[src/hdl/output_function_select_consts.svh]
`ifndef OUTPUT_FUNCTION_SELECT_CONSTS_SVH
`define OUTPUT_FUNCTION_SELECT_CONSTS_SVH

// register byte offsets
`define OFS_FAST_TYPE    8'h00
`define OFS_COL_SRC      8'h04
`define OFS_FAST_SRC     8'h08
`define OFS_RELAY1_SRC   8'h0c
`define OFS_RELAY2_SRC   8'h10
`define OFS_POLARITY     8'h14
`define OFS_CARD_EN      8'h18
`define OFS_ON_DELAY     8'h1c
`define OFS_OFF_DELAY    8'h20
`define OFS_TERM_STATE   8'h24
`define OFS_IRQ_STATUS   8'h28
`define OFS_IRQ_MASK     8'h2c

// reset values
`define RST_FAST_TYPE    8'h00
`define RST_COL_SRC      8'h00
`define RST_FAST_SRC     8'h00
`define RST_RELAY1_SRC   8'h01
`define RST_RELAY2_SRC   8'h05
`define RST_POLARITY     4'h0
`define RST_CARD_EN      8'h00
`define RST_DELAY        16'h0000

// terminal bit positions in polarity, state and interrupt words
`define TERM_COL         0
`define TERM_FAST        1
`define TERM_RELAY1      2
`define TERM_RELAY2      3

// timing
`define CLK_HZ           50000000
`define MS_TICK_CYC      (`CLK_HZ / 1000)
`define INDEX_HOLD_MS    10
`define INDEX_HOLD_CYC   (`INDEX_HOLD_MS * `MS_TICK_CYC)
`define DELAY_MAX_MS     16'hc350
`endif

[src/hdl/output_function_select_pkg.sv]
package output_function_select_pkg;
  typedef logic [7:0]  func_code_t;
  typedef logic [15:0] delay_ms_t;
  typedef logic [3:0]  term_vec_t;
  typedef enum logic [0:0] {
    FAST_PULSE  = 1'b0,
    FAST_SWITCH = 1'b1
  } fast_role_t;
endpackage : output_function_select_pkg

[src/hdl/output_function_select.sv]
`timescale 1ns/100ps
`include "output_function_select_consts.svh"

module output_function_select #(
  parameter int MS_TICK_CYCLES    = `MS_TICK_CYC,
  parameter int INDEX_HOLD_CYCLES = `INDEX_HOLD_CYC
) (
  input  wire logic        CLK,
  input  wire logic        RSTN,
  input  wire logic [7:0]  AWADDR,
  input  wire logic        AWVALID,
  output var  logic        AWREADY,
  input  wire logic [31:0] WDATA,
  input  wire logic [3:0]  WSTRB,
  input  wire logic        WVALID,
  output var  logic        WREADY,
  output var  logic [1:0]  BRESP,
  output var  logic        BVALID,
  input  wire logic        BREADY,
  input  wire logic [7:0]  ARADDR,
  input  wire logic        ARVALID,
  output var  logic        ARREADY,
  output var  logic [31:0] RDATA,
  output var  logic [1:0]  RRESP,
  output var  logic        RVALID,
  input  wire logic        RREADY,
  input  wire logic        RUNNING,
  input  wire logic        FORWARD_RUNNING,
  input  wire logic        REVERSE_RUNNING,
  input  wire logic        JOGGING,
  input  wire logic        DRIVE_FAULT,
  input  wire logic        FREQ_LEVEL_DETECT_ONE,
  input  wire logic        FREQ_LEVEL_DETECT_TWO,
  input  wire logic        FREQ_REACHED,
  input  wire logic        ZERO_SPEED_RUNNING,
  input  wire logic        UPPER_LIMIT,
  input  wire logic        LOWER_LIMIT,
  input  wire logic        READY_TO_RUN,
  input  wire logic        PRE_EXCITING,
  input  wire logic        OVERLOAD_PREALARM,
  input  wire logic        UNDERLOAD_PREALARM,
  input  wire logic        SEQ_STAGE_DONE,
  input  wire logic        SEQ_CYCLE_DONE,
  input  wire logic        COUNT_SET_REACHED,
  input  wire logic        COUNT_DESIGNATED_REACHED,
  input  wire logic        EXTERNAL_FAULT,
  input  wire logic        RUN_TIME_REACHED,
  input  wire logic        SERIAL_VIRTUAL_BIT,
  input  wire logic        FIELDBUS_VIRTUAL_BIT,
  input  wire logic        ETHERNET_VIRTUAL_BIT,
  input  wire logic        DC_BUS_ESTABLISHED,
  input  wire logic        INDEX_PULSE,
  input  wire logic        PULSE_SUPERPOSITION,
  input  wire logic        SAFE_TORQUE_OFF_FAULT,
  input  wire logic        POSITIONING_DONE,
  input  wire logic        SPINDLE_ZEROING_DONE,
  input  wire logic        SPINDLE_DIVISION_DONE,
  input  wire logic        SPEED_LIMITED,
  input  wire logic        INDUSTRIAL_ETH_VIRTUAL_BIT,
  input  wire logic        CONTROL_SWITCH_DONE,
  input  wire logic        CARD_COLLECTOR_ONE,
  input  wire logic        CARD_COLLECTOR_TWO,
  input  wire logic        CARD_FAST_TERMINAL,
  input  wire logic        CARD_RELAY_ONE,
  input  wire logic        CARD_RELAY_TWO,
  input  wire logic        CARD_RELAY_THREE,
  input  wire logic        CARD_RELAY_FOUR,
  input  wire logic        PULSE_TRAIN,
  output var  logic        COLLECTOR_OUTPUT_ONE,
  output var  logic        FAST_PULSE_TERMINAL,
  output var  logic        RELAY_OUTPUT_ONE,
  output var  logic        RELAY_OUTPUT_TWO,
  output var  logic        IRQ
);

  localparam int MS_W  = $clog2(MS_TICK_CYCLES + 1);
  localparam int IDX_W = $clog2(INDEX_HOLD_CYCLES + 1);

  // ---------------------------------------------------------------
  // functions
  // ---------------------------------------------------------------
  function automatic logic pick(
    input output_function_select_pkg::func_code_t code,
    input logic [63:0]                             src);
    pick = (code < 8'h40) ? src[code[5:0]] : 1'b0;
  endfunction : pick

  function automatic output_function_select_pkg::delay_ms_t clamp_ms(
    input logic [15:0] value);
    clamp_ms = (value > `DELAY_MAX_MS) ? `DELAY_MAX_MS : value;
  endfunction : clamp_ms

  // ---------------------------------------------------------------
  // registers and state
  // ---------------------------------------------------------------
  output_function_select_pkg::func_code_t fast_type;
  output_function_select_pkg::func_code_t col_src;
  output_function_select_pkg::func_code_t fast_src;
  output_function_select_pkg::func_code_t relay1_src;
  output_function_select_pkg::func_code_t relay2_src;
  output_function_select_pkg::term_vec_t  polarity;
  output_function_select_pkg::func_code_t card_en;
  output_function_select_pkg::delay_ms_t  on_delay;
  output_function_select_pkg::delay_ms_t  off_delay;
  output_function_select_pkg::term_vec_t  irq_status;
  output_function_select_pkg::term_vec_t  irq_mask;
  output_function_select_pkg::fast_role_t fast_role;
  logic [7:0]  aw_addr;
  logic [31:0] w_data;
  logic [3:0]  w_strb;
  logic        aw_hold;
  logic        w_hold;
  logic [MS_W-1:0]  ms_cnt;
  logic             ms_tick;
  logic [IDX_W-1:0] index_cnt;
  logic             fast_level;
  output_function_select_pkg::delay_ms_t dly_cnt;

  // ---------------------------------------------------------------
  // source table
  // ---------------------------------------------------------------
  wire        index_active = (index_cnt != '0);
  wire        card_on      = (card_en == 8'h01);
  wire [6:0]  card_bits    = {CARD_RELAY_FOUR, CARD_RELAY_THREE,
                              CARD_RELAY_TWO, CARD_RELAY_ONE,
                              CARD_FAST_TERMINAL, CARD_COLLECTOR_TWO,
                              CARD_COLLECTOR_ONE} & {7{card_on}};
  wire [63:0] source_bits;

  assign source_bits[15:0] = {UNDERLOAD_PREALARM, OVERLOAD_PREALARM,
                              PRE_EXCITING, READY_TO_RUN, LOWER_LIMIT,
                              UPPER_LIMIT, ZERO_SPEED_RUNNING, FREQ_REACHED,
                              FREQ_LEVEL_DETECT_TWO, FREQ_LEVEL_DETECT_ONE,
                              DRIVE_FAULT, JOGGING, REVERSE_RUNNING,
                              FORWARD_RUNNING, RUNNING, 1'b0};
  assign source_bits[31:16] = {SPINDLE_ZEROING_DONE, POSITIONING_DONE,
                               SAFE_TORQUE_OFF_FAULT, PULSE_SUPERPOSITION,
                               index_active, DC_BUS_ESTABLISHED,
                               ETHERNET_VIRTUAL_BIT, FIELDBUS_VIRTUAL_BIT,
                               SERIAL_VIRTUAL_BIT, RUN_TIME_REACHED, 1'b0,
                               EXTERNAL_FAULT, COUNT_DESIGNATED_REACHED,
                               COUNT_SET_REACHED, SEQ_CYCLE_DONE,
                               SEQ_STAGE_DONE};
  assign source_bits[47:32] = {card_bits, 4'h0, CONTROL_SWITCH_DONE, 1'b0,
                               INDUSTRIAL_ETH_VIRTUAL_BIT, SPEED_LIMITED,
                               SPINDLE_DIVISION_DONE};
  assign source_bits[63:48] = 16'h0000;

  // ---------------------------------------------------------------
  // terminal selection
  // ---------------------------------------------------------------
  // each terminal looks the table up on its own
  wire col_target    = pick(col_src, source_bits) ^ polarity[`TERM_COL];
  wire fast_target   = pick(fast_src, source_bits) ^ polarity[`TERM_FAST];
  wire relay1_target = pick(relay1_src, source_bits)
                       ^ polarity[`TERM_RELAY1];
  wire relay2_target = pick(relay2_src, source_bits)
                       ^ polarity[`TERM_RELAY2];
  assign fast_role = (fast_type == 8'h00) ?
                     output_function_select_pkg::FAST_PULSE :
                     output_function_select_pkg::FAST_SWITCH;
  wire fast_hold_ms  = fast_target ? (dly_cnt >= on_delay)
                                   : (dly_cnt >= off_delay);
  wire next_fast     = (fast_role == output_function_select_pkg::FAST_PULSE)
                       ? PULSE_TRAIN : fast_level;
  wire [3:0] next_term = {relay2_target, relay1_target, next_fast,
                          col_target};
  wire [3:0] term_now  = {RELAY_OUTPUT_TWO, RELAY_OUTPUT_ONE,
                          FAST_PULSE_TERMINAL, COLLECTOR_OUTPUT_ONE};

  // ---------------------------------------------------------------
  // bus decode
  // ---------------------------------------------------------------
  wire       ar_take  = ARVALID && ARREADY;
  wire [7:0] ar_ofs   = {ARADDR[7:2], 2'b00};
  wire [7:0] wr_ofs   = {aw_addr[7:2], 2'b00};
  wire       wr_fire  = aw_hold && w_hold && !BVALID;
  wire       wr_hit   = (wr_ofs <= `OFS_IRQ_MASK);
  wire       rd_hit   = (ar_ofs <= `OFS_IRQ_MASK);
  wire       lane0    = wr_fire && w_strb[0];
  wire       lanes01  = wr_fire && (w_strb[1:0] == 2'b11);
  wire       rd_clear = ar_take && (ar_ofs == `OFS_IRQ_STATUS);
  wire [3:0] next_irq_status = (irq_status & {4{!rd_clear}})
                               | (next_term ^ term_now);
  wire [31:0] rd_word =
    (ar_ofs == `OFS_FAST_TYPE)  ? {24'h000000, fast_type}  :
    (ar_ofs == `OFS_COL_SRC)    ? {24'h000000, col_src}    :
    (ar_ofs == `OFS_FAST_SRC)   ? {24'h000000, fast_src}   :
    (ar_ofs == `OFS_RELAY1_SRC) ? {24'h000000, relay1_src} :
    (ar_ofs == `OFS_RELAY2_SRC) ? {24'h000000, relay2_src} :
    (ar_ofs == `OFS_POLARITY)   ? {28'h0000000, polarity}  :
    (ar_ofs == `OFS_CARD_EN)    ? {24'h000000, card_en}    :
    (ar_ofs == `OFS_ON_DELAY)   ? {16'h0000, on_delay}     :
    (ar_ofs == `OFS_OFF_DELAY)  ? {16'h0000, off_delay}    :
    (ar_ofs == `OFS_TERM_STATE) ? {28'h0000000, term_now}  :
    (ar_ofs == `OFS_IRQ_STATUS) ? {28'h0000000, irq_status} :
    (ar_ofs == `OFS_IRQ_MASK)   ? {28'h0000000, irq_mask}  : 32'h00000000;

  // ---------------------------------------------------------------
  // write channel
  // ---------------------------------------------------------------
  always_ff @(posedge CLK or negedge RSTN) begin
    if (!RSTN) begin
      AWREADY <= 1'b1;
      aw_hold <= 1'b0;
      aw_addr <= 8'h00;
    end else if (AWVALID && AWREADY) begin
      AWREADY <= 1'b0;
      aw_hold <= 1'b1;
      aw_addr <= AWADDR;
    end else begin
      if (wr_fire) aw_hold <= 1'b0;
      if (BVALID && BREADY) AWREADY <= 1'b1;
    end
  end

  always_ff @(posedge CLK or negedge RSTN) begin
    if (!RSTN) begin
      WREADY <= 1'b1;
      w_hold <= 1'b0;
      w_data <= 32'h00000000;
      w_strb <= 4'h0;
    end else if (WVALID && WREADY) begin
      WREADY <= 1'b0;
      w_hold <= 1'b1;
      w_data <= WDATA;
      w_strb <= WSTRB;
    end else begin
      if (wr_fire) w_hold <= 1'b0;
      if (BVALID && BREADY) WREADY <= 1'b1;
    end
  end

  always_ff @(posedge CLK or negedge RSTN) begin
    if (!RSTN) begin
      BVALID <= 1'b0;
      BRESP  <= 2'b00;
    end else if (wr_fire) begin
      BVALID <= 1'b1;
      BRESP  <= wr_hit ? 2'b00 : 2'b10;
    end else if (BREADY) begin
      BVALID <= 1'b0;
    end
  end

  // ---------------------------------------------------------------
  // configuration registers
  // ---------------------------------------------------------------
  always_ff @(posedge CLK or negedge RSTN) begin
    if (!RSTN) begin
      fast_type  <= `RST_FAST_TYPE;
      col_src    <= `RST_COL_SRC;
      fast_src   <= `RST_FAST_SRC;
      relay1_src <= `RST_RELAY1_SRC;
      relay2_src <= `RST_RELAY2_SRC;
      polarity   <= `RST_POLARITY;
      card_en    <= `RST_CARD_EN;
      irq_mask   <= 4'h0;
    end else if (lane0) begin
      if (wr_ofs == `OFS_FAST_TYPE)  fast_type  <= w_data[7:0];
      if (wr_ofs == `OFS_COL_SRC)    col_src    <= w_data[7:0];
      if (wr_ofs == `OFS_FAST_SRC)   fast_src   <= w_data[7:0];
      if (wr_ofs == `OFS_RELAY1_SRC) relay1_src <= w_data[7:0];
      if (wr_ofs == `OFS_RELAY2_SRC) relay2_src <= w_data[7:0];
      if (wr_ofs == `OFS_POLARITY)   polarity   <= w_data[3:0];
      if (wr_ofs == `OFS_CARD_EN)    card_en    <= w_data[7:0];
      if (wr_ofs == `OFS_IRQ_MASK)   irq_mask   <= w_data[3:0];
    end
  end

  // delays are clamped to the 50 s ceiling on write
  always_ff @(posedge CLK or negedge RSTN) begin
    if (!RSTN) begin
      on_delay  <= `RST_DELAY;
      off_delay <= `RST_DELAY;
    end else if (lanes01) begin
      if (wr_ofs == `OFS_ON_DELAY)  on_delay  <= clamp_ms(w_data[15:0]);
      if (wr_ofs == `OFS_OFF_DELAY) off_delay <= clamp_ms(w_data[15:0]);
    end
  end

  // ---------------------------------------------------------------
  // read channel
  // ---------------------------------------------------------------
  always_ff @(posedge CLK or negedge RSTN) begin
    if (!RSTN) begin
      ARREADY <= 1'b1;
      RVALID  <= 1'b0;
      RDATA   <= 32'h00000000;
      RRESP   <= 2'b00;
    end else if (ar_take) begin
      ARREADY <= 1'b0;
      RVALID  <= 1'b1;
      RDATA   <= rd_word;
      RRESP   <= rd_hit ? 2'b00 : 2'b10;
    end else if (RVALID && RREADY) begin
      ARREADY <= 1'b1;
      RVALID  <= 1'b0;
    end
  end

  // ---------------------------------------------------------------
  // interrupt: a change of any terminal sets its bit, set beats clear
  // ---------------------------------------------------------------
  always_ff @(posedge CLK or negedge RSTN) begin
    if (!RSTN) begin
      irq_status <= 4'h0;
      IRQ        <= 1'b0;
    end else begin
      irq_status <= next_irq_status;
      IRQ        <= |(next_irq_status & irq_mask);
    end
  end

  // ---------------------------------------------------------------
  // millisecond tick and index stretcher
  // ---------------------------------------------------------------
  always_ff @(posedge CLK or negedge RSTN) begin
    if (!RSTN) begin
      ms_cnt  <= '0;
      ms_tick <= 1'b0;
    end else if (ms_cnt == MS_W'(MS_TICK_CYCLES - 1)) begin
      ms_cnt  <= '0;
      ms_tick <= 1'b1;
    end else begin
      ms_cnt  <= ms_cnt + MS_W'(1);
      ms_tick <= 1'b0;
    end
  end

  // a fresh index pulse restarts the 10 ms window
  always_ff @(posedge CLK or negedge RSTN) begin
    if (!RSTN) begin
      index_cnt <= '0;
    end else if (INDEX_PULSE) begin
      index_cnt <= IDX_W'(INDEX_HOLD_CYCLES);
    end else if (index_active) begin
      index_cnt <= index_cnt - IDX_W'(1);
    end
  end

  // ---------------------------------------------------------------
  // fast terminal switching delay
  // ---------------------------------------------------------------
  always_ff @(posedge CLK or negedge RSTN) begin
    if (!RSTN) begin
      fast_level <= 1'b0;
      dly_cnt    <= 16'h0000;
    end else if (fast_target == fast_level) begin
      dly_cnt <= 16'h0000;
    end else if (fast_hold_ms) begin
      fast_level <= fast_target;
      dly_cnt    <= 16'h0000;
    end else if (ms_tick) begin
      dly_cnt <= dly_cnt + 16'h0001;
    end
  end

  // ---------------------------------------------------------------
  // terminal outputs
  // ---------------------------------------------------------------
  always_ff @(posedge CLK or negedge RSTN) begin
    if (!RSTN) begin
      COLLECTOR_OUTPUT_ONE <= 1'b0;
      FAST_PULSE_TERMINAL  <= 1'b0;
      RELAY_OUTPUT_ONE     <= 1'b0;
      RELAY_OUTPUT_TWO     <= 1'b0;
    end else begin
      COLLECTOR_OUTPUT_ONE <= next_term[`TERM_COL];
      FAST_PULSE_TERMINAL  <= next_term[`TERM_FAST];
      RELAY_OUTPUT_ONE     <= next_term[`TERM_RELAY1];
      RELAY_OUTPUT_TWO     <= next_term[`TERM_RELAY2];
    end
  end
endmodule : output_function_select

[config.mk]
export PLATFORM = sky130hd
export DESIGN_NAME = output_function_select
export DESIGN_NICKNAME = d
export VERILOG_FILES = /design/src/hdl/output_function_select_pkg.sv /design/src/hdl/output_function_select.sv
export VERILOG_INCLUDE_DIRS = /design/src /design/src/hdl
export SDC_FILE = /design/constraint.sdc
export NUM_CORES = 1
export LEC_CHECK = 0
export ABC_AREA = 1
export BUFFER_PORTS_ARGS = -buffer_cell sky130_fd_sc_hd__buf_2
export CORE_ASPECT_RATIO = 1.1
export CORE_UTILIZATION = 50
export CTS_CLUSTER_DIAMETER = 30
export CTS_CLUSTER_SIZE = 10
export DETAILED_ROUTE_END_ITERATION = 6
export HOLD_SLACK_MARGIN = 0.05
export PLACE_DENSITY = 0.71
export SYNTH_ARGS = -nofsm -noshare
export SYNTH_HDL_FRONTEND = slang
export SYNTH_SLANG_ARGS = --single-unit
[constraint.sdc]
create_clock -name CLK -period 6.6 [get_ports CLK]
set_input_delay 1.32 -clock CLK [delete_from_list [all_inputs] [get_ports CLK]]
set_output_delay 1.32 -clock CLK [all_outputs]
set_load 0.05 [all_outputs]
==> results of run 1 <==
-- power by group through the flow --
stage / Clock (mW) / Combinational, mW / Sequential (mW)
after detailed placement: 0 / 1.63 / 1.76
final: 1.07 / 1.64 / 1.75
after global routing: 1.14 / 1.83 / 1.78
after floorplan: 0 / 1.11 / 1.78
after CTS: 1.10 / 1.64 / 1.74
after global placement: 0 / 1.61 / 1.75
-- cells in the final DEF, fill, tap and decap left out, types with 17 or more instances in the layout --
cell type and n:
a21oi_1 103, buf_2 105, clkbuf_16 17, conb_1 18, dfrtp_1 193, ha_1 36
inv_1 205, nand2_1 371, nand3_1 105, nand4_1 17, nor2_1 142, nor3_1 26
o21ai_0 173
-- worst min path at each step --
stage / to / slack (ps) / cells past startpoint
floorplan: ms_cnt[0]$_DFF_PN0_ / 430 / 1
global placement: ms_cnt[0]$_DFF_PN0_ / 450 / 1
detailed placement: RDATA[9]$_DFFE_PN0P_ / 460 / 2
CTS: ms_cnt[0]$_DFF_PN0_ / 480 / 1
global route: RDATA[6]$_DFFE_PN0P_ / 510 / 2
finish: RDATA[2]$_DFFE_PN0P_ / 470 / 2
-- layout make-up --
class | count | area share (%)
Timing Repair Buffer | 109 | 4.29
Clock inverter | 12 | 1.20
Multi-Input combinational cell | 1132 | 44.0
Clock buffer | 19 | 3.39
Tap cell | 300 | 2.87
Sequential cell | 199 | 38.1
Inverter | 214 | 6.16
-- routing by layer --
metal | vias up | track usage (%) | share of wire [%]
met5 | - | 0 | 0
met4 | 0 | 14.5 | 4.2
met3 | 84 | 3.97 | 6.7
met2 | 413 | 48.9 | 47
met1 | 5057 | 36.7 | 42
li1 | 5326 | - | -
-- cells in the mapped netlist, types with 2 or more instances --
library cell    n
ha_1           36
nand2_4         2
a221oi_1        5
nor2_2          8
xor2_1         13
buf_1           2
xnor2_1         8
mux2_2          9
nand4_1        17
clkbuf_1       28
a21oi_1       103
a22oi_1         2
a211oi_1        4
dfstp_2         6
o21ai_1         4
o221ai_1        9
nor4_1          5
o21a_1          5
nor3_1         26
a31oi_1         7
or2_2           3
buf_4          20
nand3b_1        3
o21ai_0       173
inv_1         205
nand3_1       105
nor2_4         13
o2111ai_1       6
inv_2           7
buf_2          10
nor2_1        142
o211ai_1        7
o22ai_1         6
nand2_1       371
nand2_2        12
dfrtp_1       193
-- sequential cells by signal, indices dropped and copies added, names as in the netlist, 2 cells and up --
register / flops
RDATA: 16
aw_addr: 6
card_en: 8
col_src: 8
dly_cnt: 16
fast_src: 8
fast_type: 8
index_cnt: 19
irq_mask: 4
irq_status: 4
ms_cnt: 16
off_delay: 16
on_delay: 16
polarity: 4
relay1_src: 8
relay2_src: 8
w_data: 16
w_strb: 2
-- worst register-to-register path, delay by kind of cell (launching register included) --
family          cells  cell delay, ps
compound gates      1             100
buf+inv             2             710
flops               1             410
simple gates        4            1710
-- stage by stage --
step	util (%)	power [mW]	instances	cell area [um2]	hold WS, ps
floorplan	-	2.88	1606	11900	433
global placement	54.3	3.36	1954	12500	449
detailed placement	54.3	3.39	1954	12500	460
CTS	56.9	4.47	1985	13100	480
global route	56.9	4.74	1985	13100	506
finish	56.9	4.47	1985	13100	475
-- cells by family after synthesis --
group | Yosys count
compound gates | 335
mux | 10
xor+xnor | 21
fa+ha+maj | 36
buf+inv | 275
flops | 199
simple gates | 712
other cells | 1
==> impl_metrics.json, run 1 <==
{
  "path_buf_inv": 4,
  "min_period_ps": 3090,
  "worstSetupEndpointType": "flip-flop",
  "dr.pass1.iters": 5,
  "cp_max_fo": 13,
  "drc_errors": 0,
  "place.port_buffers": 106,
  "cp_common_cell": "nor2_1",
  "yosysWarnings": 0,
  "routed-via-count": 10900,
  "grt_max_degree": 91,
  "die-area_um2": 24200,
  "groute.usage.overall_pct": 29.1,
  "row_count": 58,
  "critical_path.startpoint": "ARADDR[5]",
  "yosys_register_bits": 199,
  "pwr-share-seq_pct": 39.1,
  "grt_pass1_vias": 10600,
  "area_growth_pct": 10.7,
  "maxCapViolCount": 0,
  "cp_num_cells": 15,
  "r2r_cells": 7,
  "viasPerCell": 5.48,
  "synth-seq-area-share_pct": 42.2,
  "synth_top_area_share_pct": 40.9,
  "path_cells": "buf_2 > inv_1 > nor2_1 > inv_1 > nor2_1 > inv_1 > nor2_1 > nor2_1 > o211ai_1 > a21oi_1 > nand3_1 > o21ai_0 > nand2_1 > nand2_1 > nand2_1",
  "syn_area_per_cell_um2": 7.44,
  "synth_top_family_by_area": "simple AND/OR/NAND/NOR gates",
  "grt-ovfl-total": 0,
  "worst_slack_ps": 3510,
  "core_region_area_um2": 23000,
  "final_nets": 1810,
  "dp_hpwl_um": 25400,
  "p_switching_mw": 1.93,
  "cpPeakStageDelay_ps": 320,
  "synth_edf_count": 0,
  "cts_max_level": 4,
  "cts_tree": "done",
  "fp.dieW_um": 149,
  "crit_end": "RDATA[2]$_DFFE_PN0P_",
  "globalplace.congestion": 0.946,
  "max-slew-margin-rel_pct": 36.3,
  "start_util_pct": 51.4,
  "synth-simple-area-share_pct": 26.4,
  "antennaDiodeCount": 0,
  "p_clk_share_pct": 24.1,
  "p_per_area_nw_per_um2": 341,
  "clock_skew_ps": 15.6,
  "crit_required_ps": 6970,
  "internal-power_mw": 2.53,
  "worst-setup-path-type": "in -> reg",
  "die_y_um": 163,
  "cp.arrival_ps": 3460,
  "synthArstFlopShare_pct": 100,
  "synth_compound_area_share_pct": 15.4,
  "syn_inst": 1589,
  "comb_power_share_pct": 36.8,
  "hold_violations": 0,
  "cts_setup_buffers": 0,
  "clk_transition_reported_paths_ps": 70,
  "min-delay-start": "RDATA[2]$_DFFE_PN0P_",
  "synth_fa_ha_area_share_pct": 3.81,
  "yosys.area_share.xor_xnor_pct": 1.56,
  "rr_startpoint": "BVALID$_DFFE_PN0P_",
  "ios": 147,
  "synth_area_leaders": "dfrtp_1 41%, nand2_1 12%, o21ai_0 7.3%",
  "worstReg2RegEnd": "on_delay[15]$_DFFE_PN0P_",
  "setup_viol": 0,
  "finalMaxSlewViolations": 0,
  "status": "finished clean",
  "reg2reg_setup_slack_ps": 3580,
  "start_kind": "input port",
  "finalCritPeriodShare_pct": 46.8,
  "synth_cell_type_count": 50,
  "cts.path.max_buffers": 2,
  "antenna_found_initial": 0,
  "ctsResizeCount": 0,
  "cpLargestDelayFamily": "simple AND/OR/NAND/NOR gates",
  "synthMuxAreaShare_pct": 0.942,
  "finalSetupTns_ps": 0,
  "multi_input_area_um2": 5750,
  "p_leak_nw": 6.29,
  "clock-sinks": 199,
  "ir_drop_v": 0.000294,
  "numCtsBuffers": 17,
  "fill_cells": 2197,
  "seq_area_um2": 4990,
  "grt_pass1_wl_um": 54300,
  "holdBufCountCts": 0,
  "hold_path.class": "reg -> reg",
  "wl_per_cell_um": 17.1,
  "fmax_ghz": 0.324,
  "synth-main-ff-cell": "dfrtp_1",
  "root_buffer": "clkbuf_16",
  "first_iter_violations": 802,
  "rsz0062_at_grt": "no",
  "clk_latency_ps": 440,
  "drt-total-wl_um": 33900,
  "yosys.area.top_type": "dfrtp_1",
  "cp_slowest_cell": "nor2_1",
  "switching_share_pct": 43.2,
  "ant_nets": 0,
  "place_ws_ps": 3190,
  "drive_gt1_share_pct": 12.1,
  "synth_area_um2": 11800,
  "worst_pin_slew_ps": 953
}
Note: power is estimated with default switching activity, not from simulation.
==> run 2: changes to the inputs <==
--- a/config.mk
+++ b/config.mk
@@ -14,7 +14,7 @@
 export CTS_CLUSTER_SIZE = 10
 export DETAILED_ROUTE_END_ITERATION = 6
 export HOLD_SLACK_MARGIN = 0.05
-export PLACE_DENSITY = 0.71
+export PLACE_DENSITY = 0.74
 export SYNTH_ARGS = -nofsm -noshare
 export SYNTH_HDL_FRONTEND = slang
 export SYNTH_SLANG_ARGS = --single-unit
==> constraint.sdc (replaced) <==
create_clock -name CLK -period 2.8 [get_ports CLK]
set_input_delay 0.56 -clock CLK [delete_from_list [all_inputs] [get_ports CLK]]
set_output_delay 0.56 -clock CLK [all_outputs]
set_load 0.05 [all_outputs]
==> run 2 against run 1 <==
Wire length fell by 2.4%. Non-clock buffer count rose by 30. Global-route usage fell by 0.81 points. Sequential share of layout area fell by 0.71 points. Cell count rose by 1.6%. Via count rose by 1.5%. Clock power rose by 130%. Hold slack got worse by 340 ps. Register-to-register slack got worse by 3200 ps. Utilization rose by 1.1 points. Critical path depth rose by 3. Power rose by 140%. Critical path type is now reg -> reg. Critical endpoint is now dly_cnt[4]$_DFFE_PN0P_.
==> impl_metrics.json, run 2 (synthesized netlist as in run 1, its figures left out) <==
{
  "status": "finished clean",
  "ant_nets": 0,
  "fp.dieW_um": 149,
  "clk_latency_ps": 440,
  "cts_max_level": 4,
  "antenna_found_initial": 0,
  "first_iter_violations": 764,
  "layout_common_cells": "371 x nand2_1, 205 x inv_1, 193 x dfrtp_1",
  "p_clk_share_pct": 23.0,
  "drt-total-wl_um": 33100,
  "clock-sinks": 199,
  "grt_max_degree": 71,
  "finalSetupTns_ps": 0,
  "die-area_um2": 24200,
  "start_kind": "flip-flop",
  "antennaDiodeCount": 0,
  "area_growth_pct": 12.8,
  "internal-power_mw": 5.93,
  "rsz0062_at_grt": "no",
  "dp_hpwl_um": 25100,
  "clk_transition_reported_paths_ps": 80,
  "grt-ovfl-total": 0,
  "place.port_buffers": 106,
  "p_per_area_nw_per_um2": 791,
  "drive_gt1_share_pct": 13.8,
  "cp_slowest_cell": "dfrtp_1",
  "root_buffer": "clkbuf_16",
  "path_cells": "inv_1 > ha_1 > inv_1 > nand2_1 > a21oi_1 > o21ai_0 > nand2_1 > nand2_1 > nand2_1 > nand2_1 > nand2_1 > nand2_1 > a21oi_1 > o21ai_0 > nand3_1 > nand3_4 > buf_12 > nor2_1",
  "cts_tree": "done",
  "worst_pin_slew_ps": 698,
  "holdBufCountCts": 0,
  "clock_skew_ps": 13.3,
  "min_period_ps": 2470,
  "pwr-share-seq_pct": 38.2,
  "wl_per_cell_um": 16.4,
  "worstSetupEndpointType": "flip-flop",
  "ir_drop_v": 0.000520,
  "p_switching_mw": 4.62,
  "regMostFlops": "index_cnt",
  "grt_pass1_vias": 10500,
  "drc_errors": 0,
  "hold_violations": 0,
  "maxCapViolCount": 0,
  "max-slew-margin-rel_pct": 53.4,
  "hold_path.class": "in -> async",
  "cpPeakStageDelay_ps": 400,
  "cp.arrival_ps": 2800,
  "largest_reg_flops": 19,
  "finalMaxSlewViolations": 0,
  "switching_share_pct": 43.8,
  "dr.pass1.iters": 6,
  "setup_viol": 0,
  "row_count": 58,
  "finalCritPeriodShare_pct": 88.2,
  "core_region_area_um2": 23000,
  "final_nets": 1840,
  "layout_commonest_cell": "nand2_1",
  "routed-via-count": 11000,
  "grt_pass1_wl_um": 53400,
  "hold_ws_ps": 133,
  "worst-setup-path-type": "reg -> reg",
  "fmax_ghz": 0.405,
  "fill_cells": 2095,
  "reg2reg_setup_slack_ps": 330,
  "groute.usage.overall_pct": 28.3,
  "numCtsBuffers": 17,
  "ios": 147,
  "crit_required_ps": 3130,
  "die_y_um": 163,
  "viasPerCell": 5.48,
  "cts.path.max_buffers": 2,
  "cp_max_fo": 12,
  "comb_power_share_pct": 38.8,
  "globalplace.congestion": 0.970,
  "p_leak_nw": 6.45,
  "cp_common_cell": "nand2_1",
  "start_util_pct": 51.4
}
-- run 2: cell types whose count changed in the layout (fill, tap and decap cells not counted) --
| cell | previous run | this run |
|---|---|---|
| clkinv_4 | 1 | 3 |
| clkinv_8 | 1 | 3 |
| buf_12 | 0 | 3 |
| bufinv_16 | 2 | 0 |
| clkbuf_1 | 1 | 0 |
| clkbuf_8 | 2 | 1 |
| buf_4 | 3 | 30 |
| inv_6 | 6 | 3 |
| inv_8 | 1 | 4 |
| clkinv_2 | 0 | 1 |
-- run 2: metal layers --
layer / vias to the layer above / GRT usage (%) / share of wire (%)
li1: 5390 / - / -
met1: 5168 / 36.0 / 42
met2: 407 / 47.1 / 47
met3: 77 / 4.78 / 6.9
met4: 0 / 12.5 / 3.7
met5: - / 0 / 0
-- run 2: final timing paths --
path	from	endpoint	cells after the start
max	dly_cnt[0]$_DFFE_PN0P_	dly_cnt[4]$_DFFE_PN0P_	18
min	RSTN	col_src[0]$_DFFE_PN0P_	1
max reg2reg	dly_cnt[0]$_DFFE_PN0P_	dly_cnt[4]$_DFFE_PN0P_	18
min reg2reg	ms_cnt[0]$_DFF_PN0_	ms_cnt[0]$_DFF_PN0_	1
max in group asynchronous	RSTN	ARREADY$_DFFE_PN1P_	2
min in group CLK	BREADY	BVALID$_DFFE_PN0P_	2
-- run 2: timing repair --
item	4_1_cts	5_1_grt
buffers inserted	0	2
resized for setup	0	0
endpoints found under the setup margin	0	6
-- run 2: through the flow --
| stage | total power [mW] | cells | area [um2] | util [%] | setup WS [ps] |
|---|---|---|---|---|---|
| after global routing | 11.2 | 2016 | 13300 | 57.9 | 47.5 |
| after detailed placement | 8.06 | 1982 | 12700 | 55.3 | 226 |
| after global placement | 7.94 | 1982 | 12700 | 55.3 | 306 |
| after floorplan | 6.79 | 1606 | 11900 | - | 699 |
| after CTS | 10.5 | 2014 | 13300 | 57.8 | 196 |
| final | 10.6 | 2016 | 13300 | 57.9 | 331 |
-- run 2: final cells by class --
class / count / area (um2) / share of cell area (%)
multi-input cells: 1132 / 5750 / 43.2
flip-flops and latches: 199 / 4990 / 37.4
repair buffers: 139 / 825 / 6.19
inverters: 214 / 806 / 6.04
clock buffers: 17 / 425 / 3.19
well taps: 300 / 375 / 2.82
clock inverters: 15 / 159 / 1.19
-- run 2: power groups by stage --
stage	clock (mW)	sequential (mW)	combinational, mW
after floorplan	0	4.18	2.61
after global placement	0	4.04	3.90
after detailed placement	0	4.06	4.00
after CTS	2.47	4.02	4.02
after global routing	2.59	4.10	4.54
final	2.43	4.03	4.09
-- run 2: critical path: cells and delay by family (launching register included) --
| family | cells | cell delay (ps) |
|---|---|---|
| adders and majority gates | 1 | 270 |
| and+or+nand+nor | 10 | 790 |
| buffers and inverters | 3 | 310 |
| DFF | 1 | 400 |
| AOI/OAI and AO/OA | 4 | 590 |
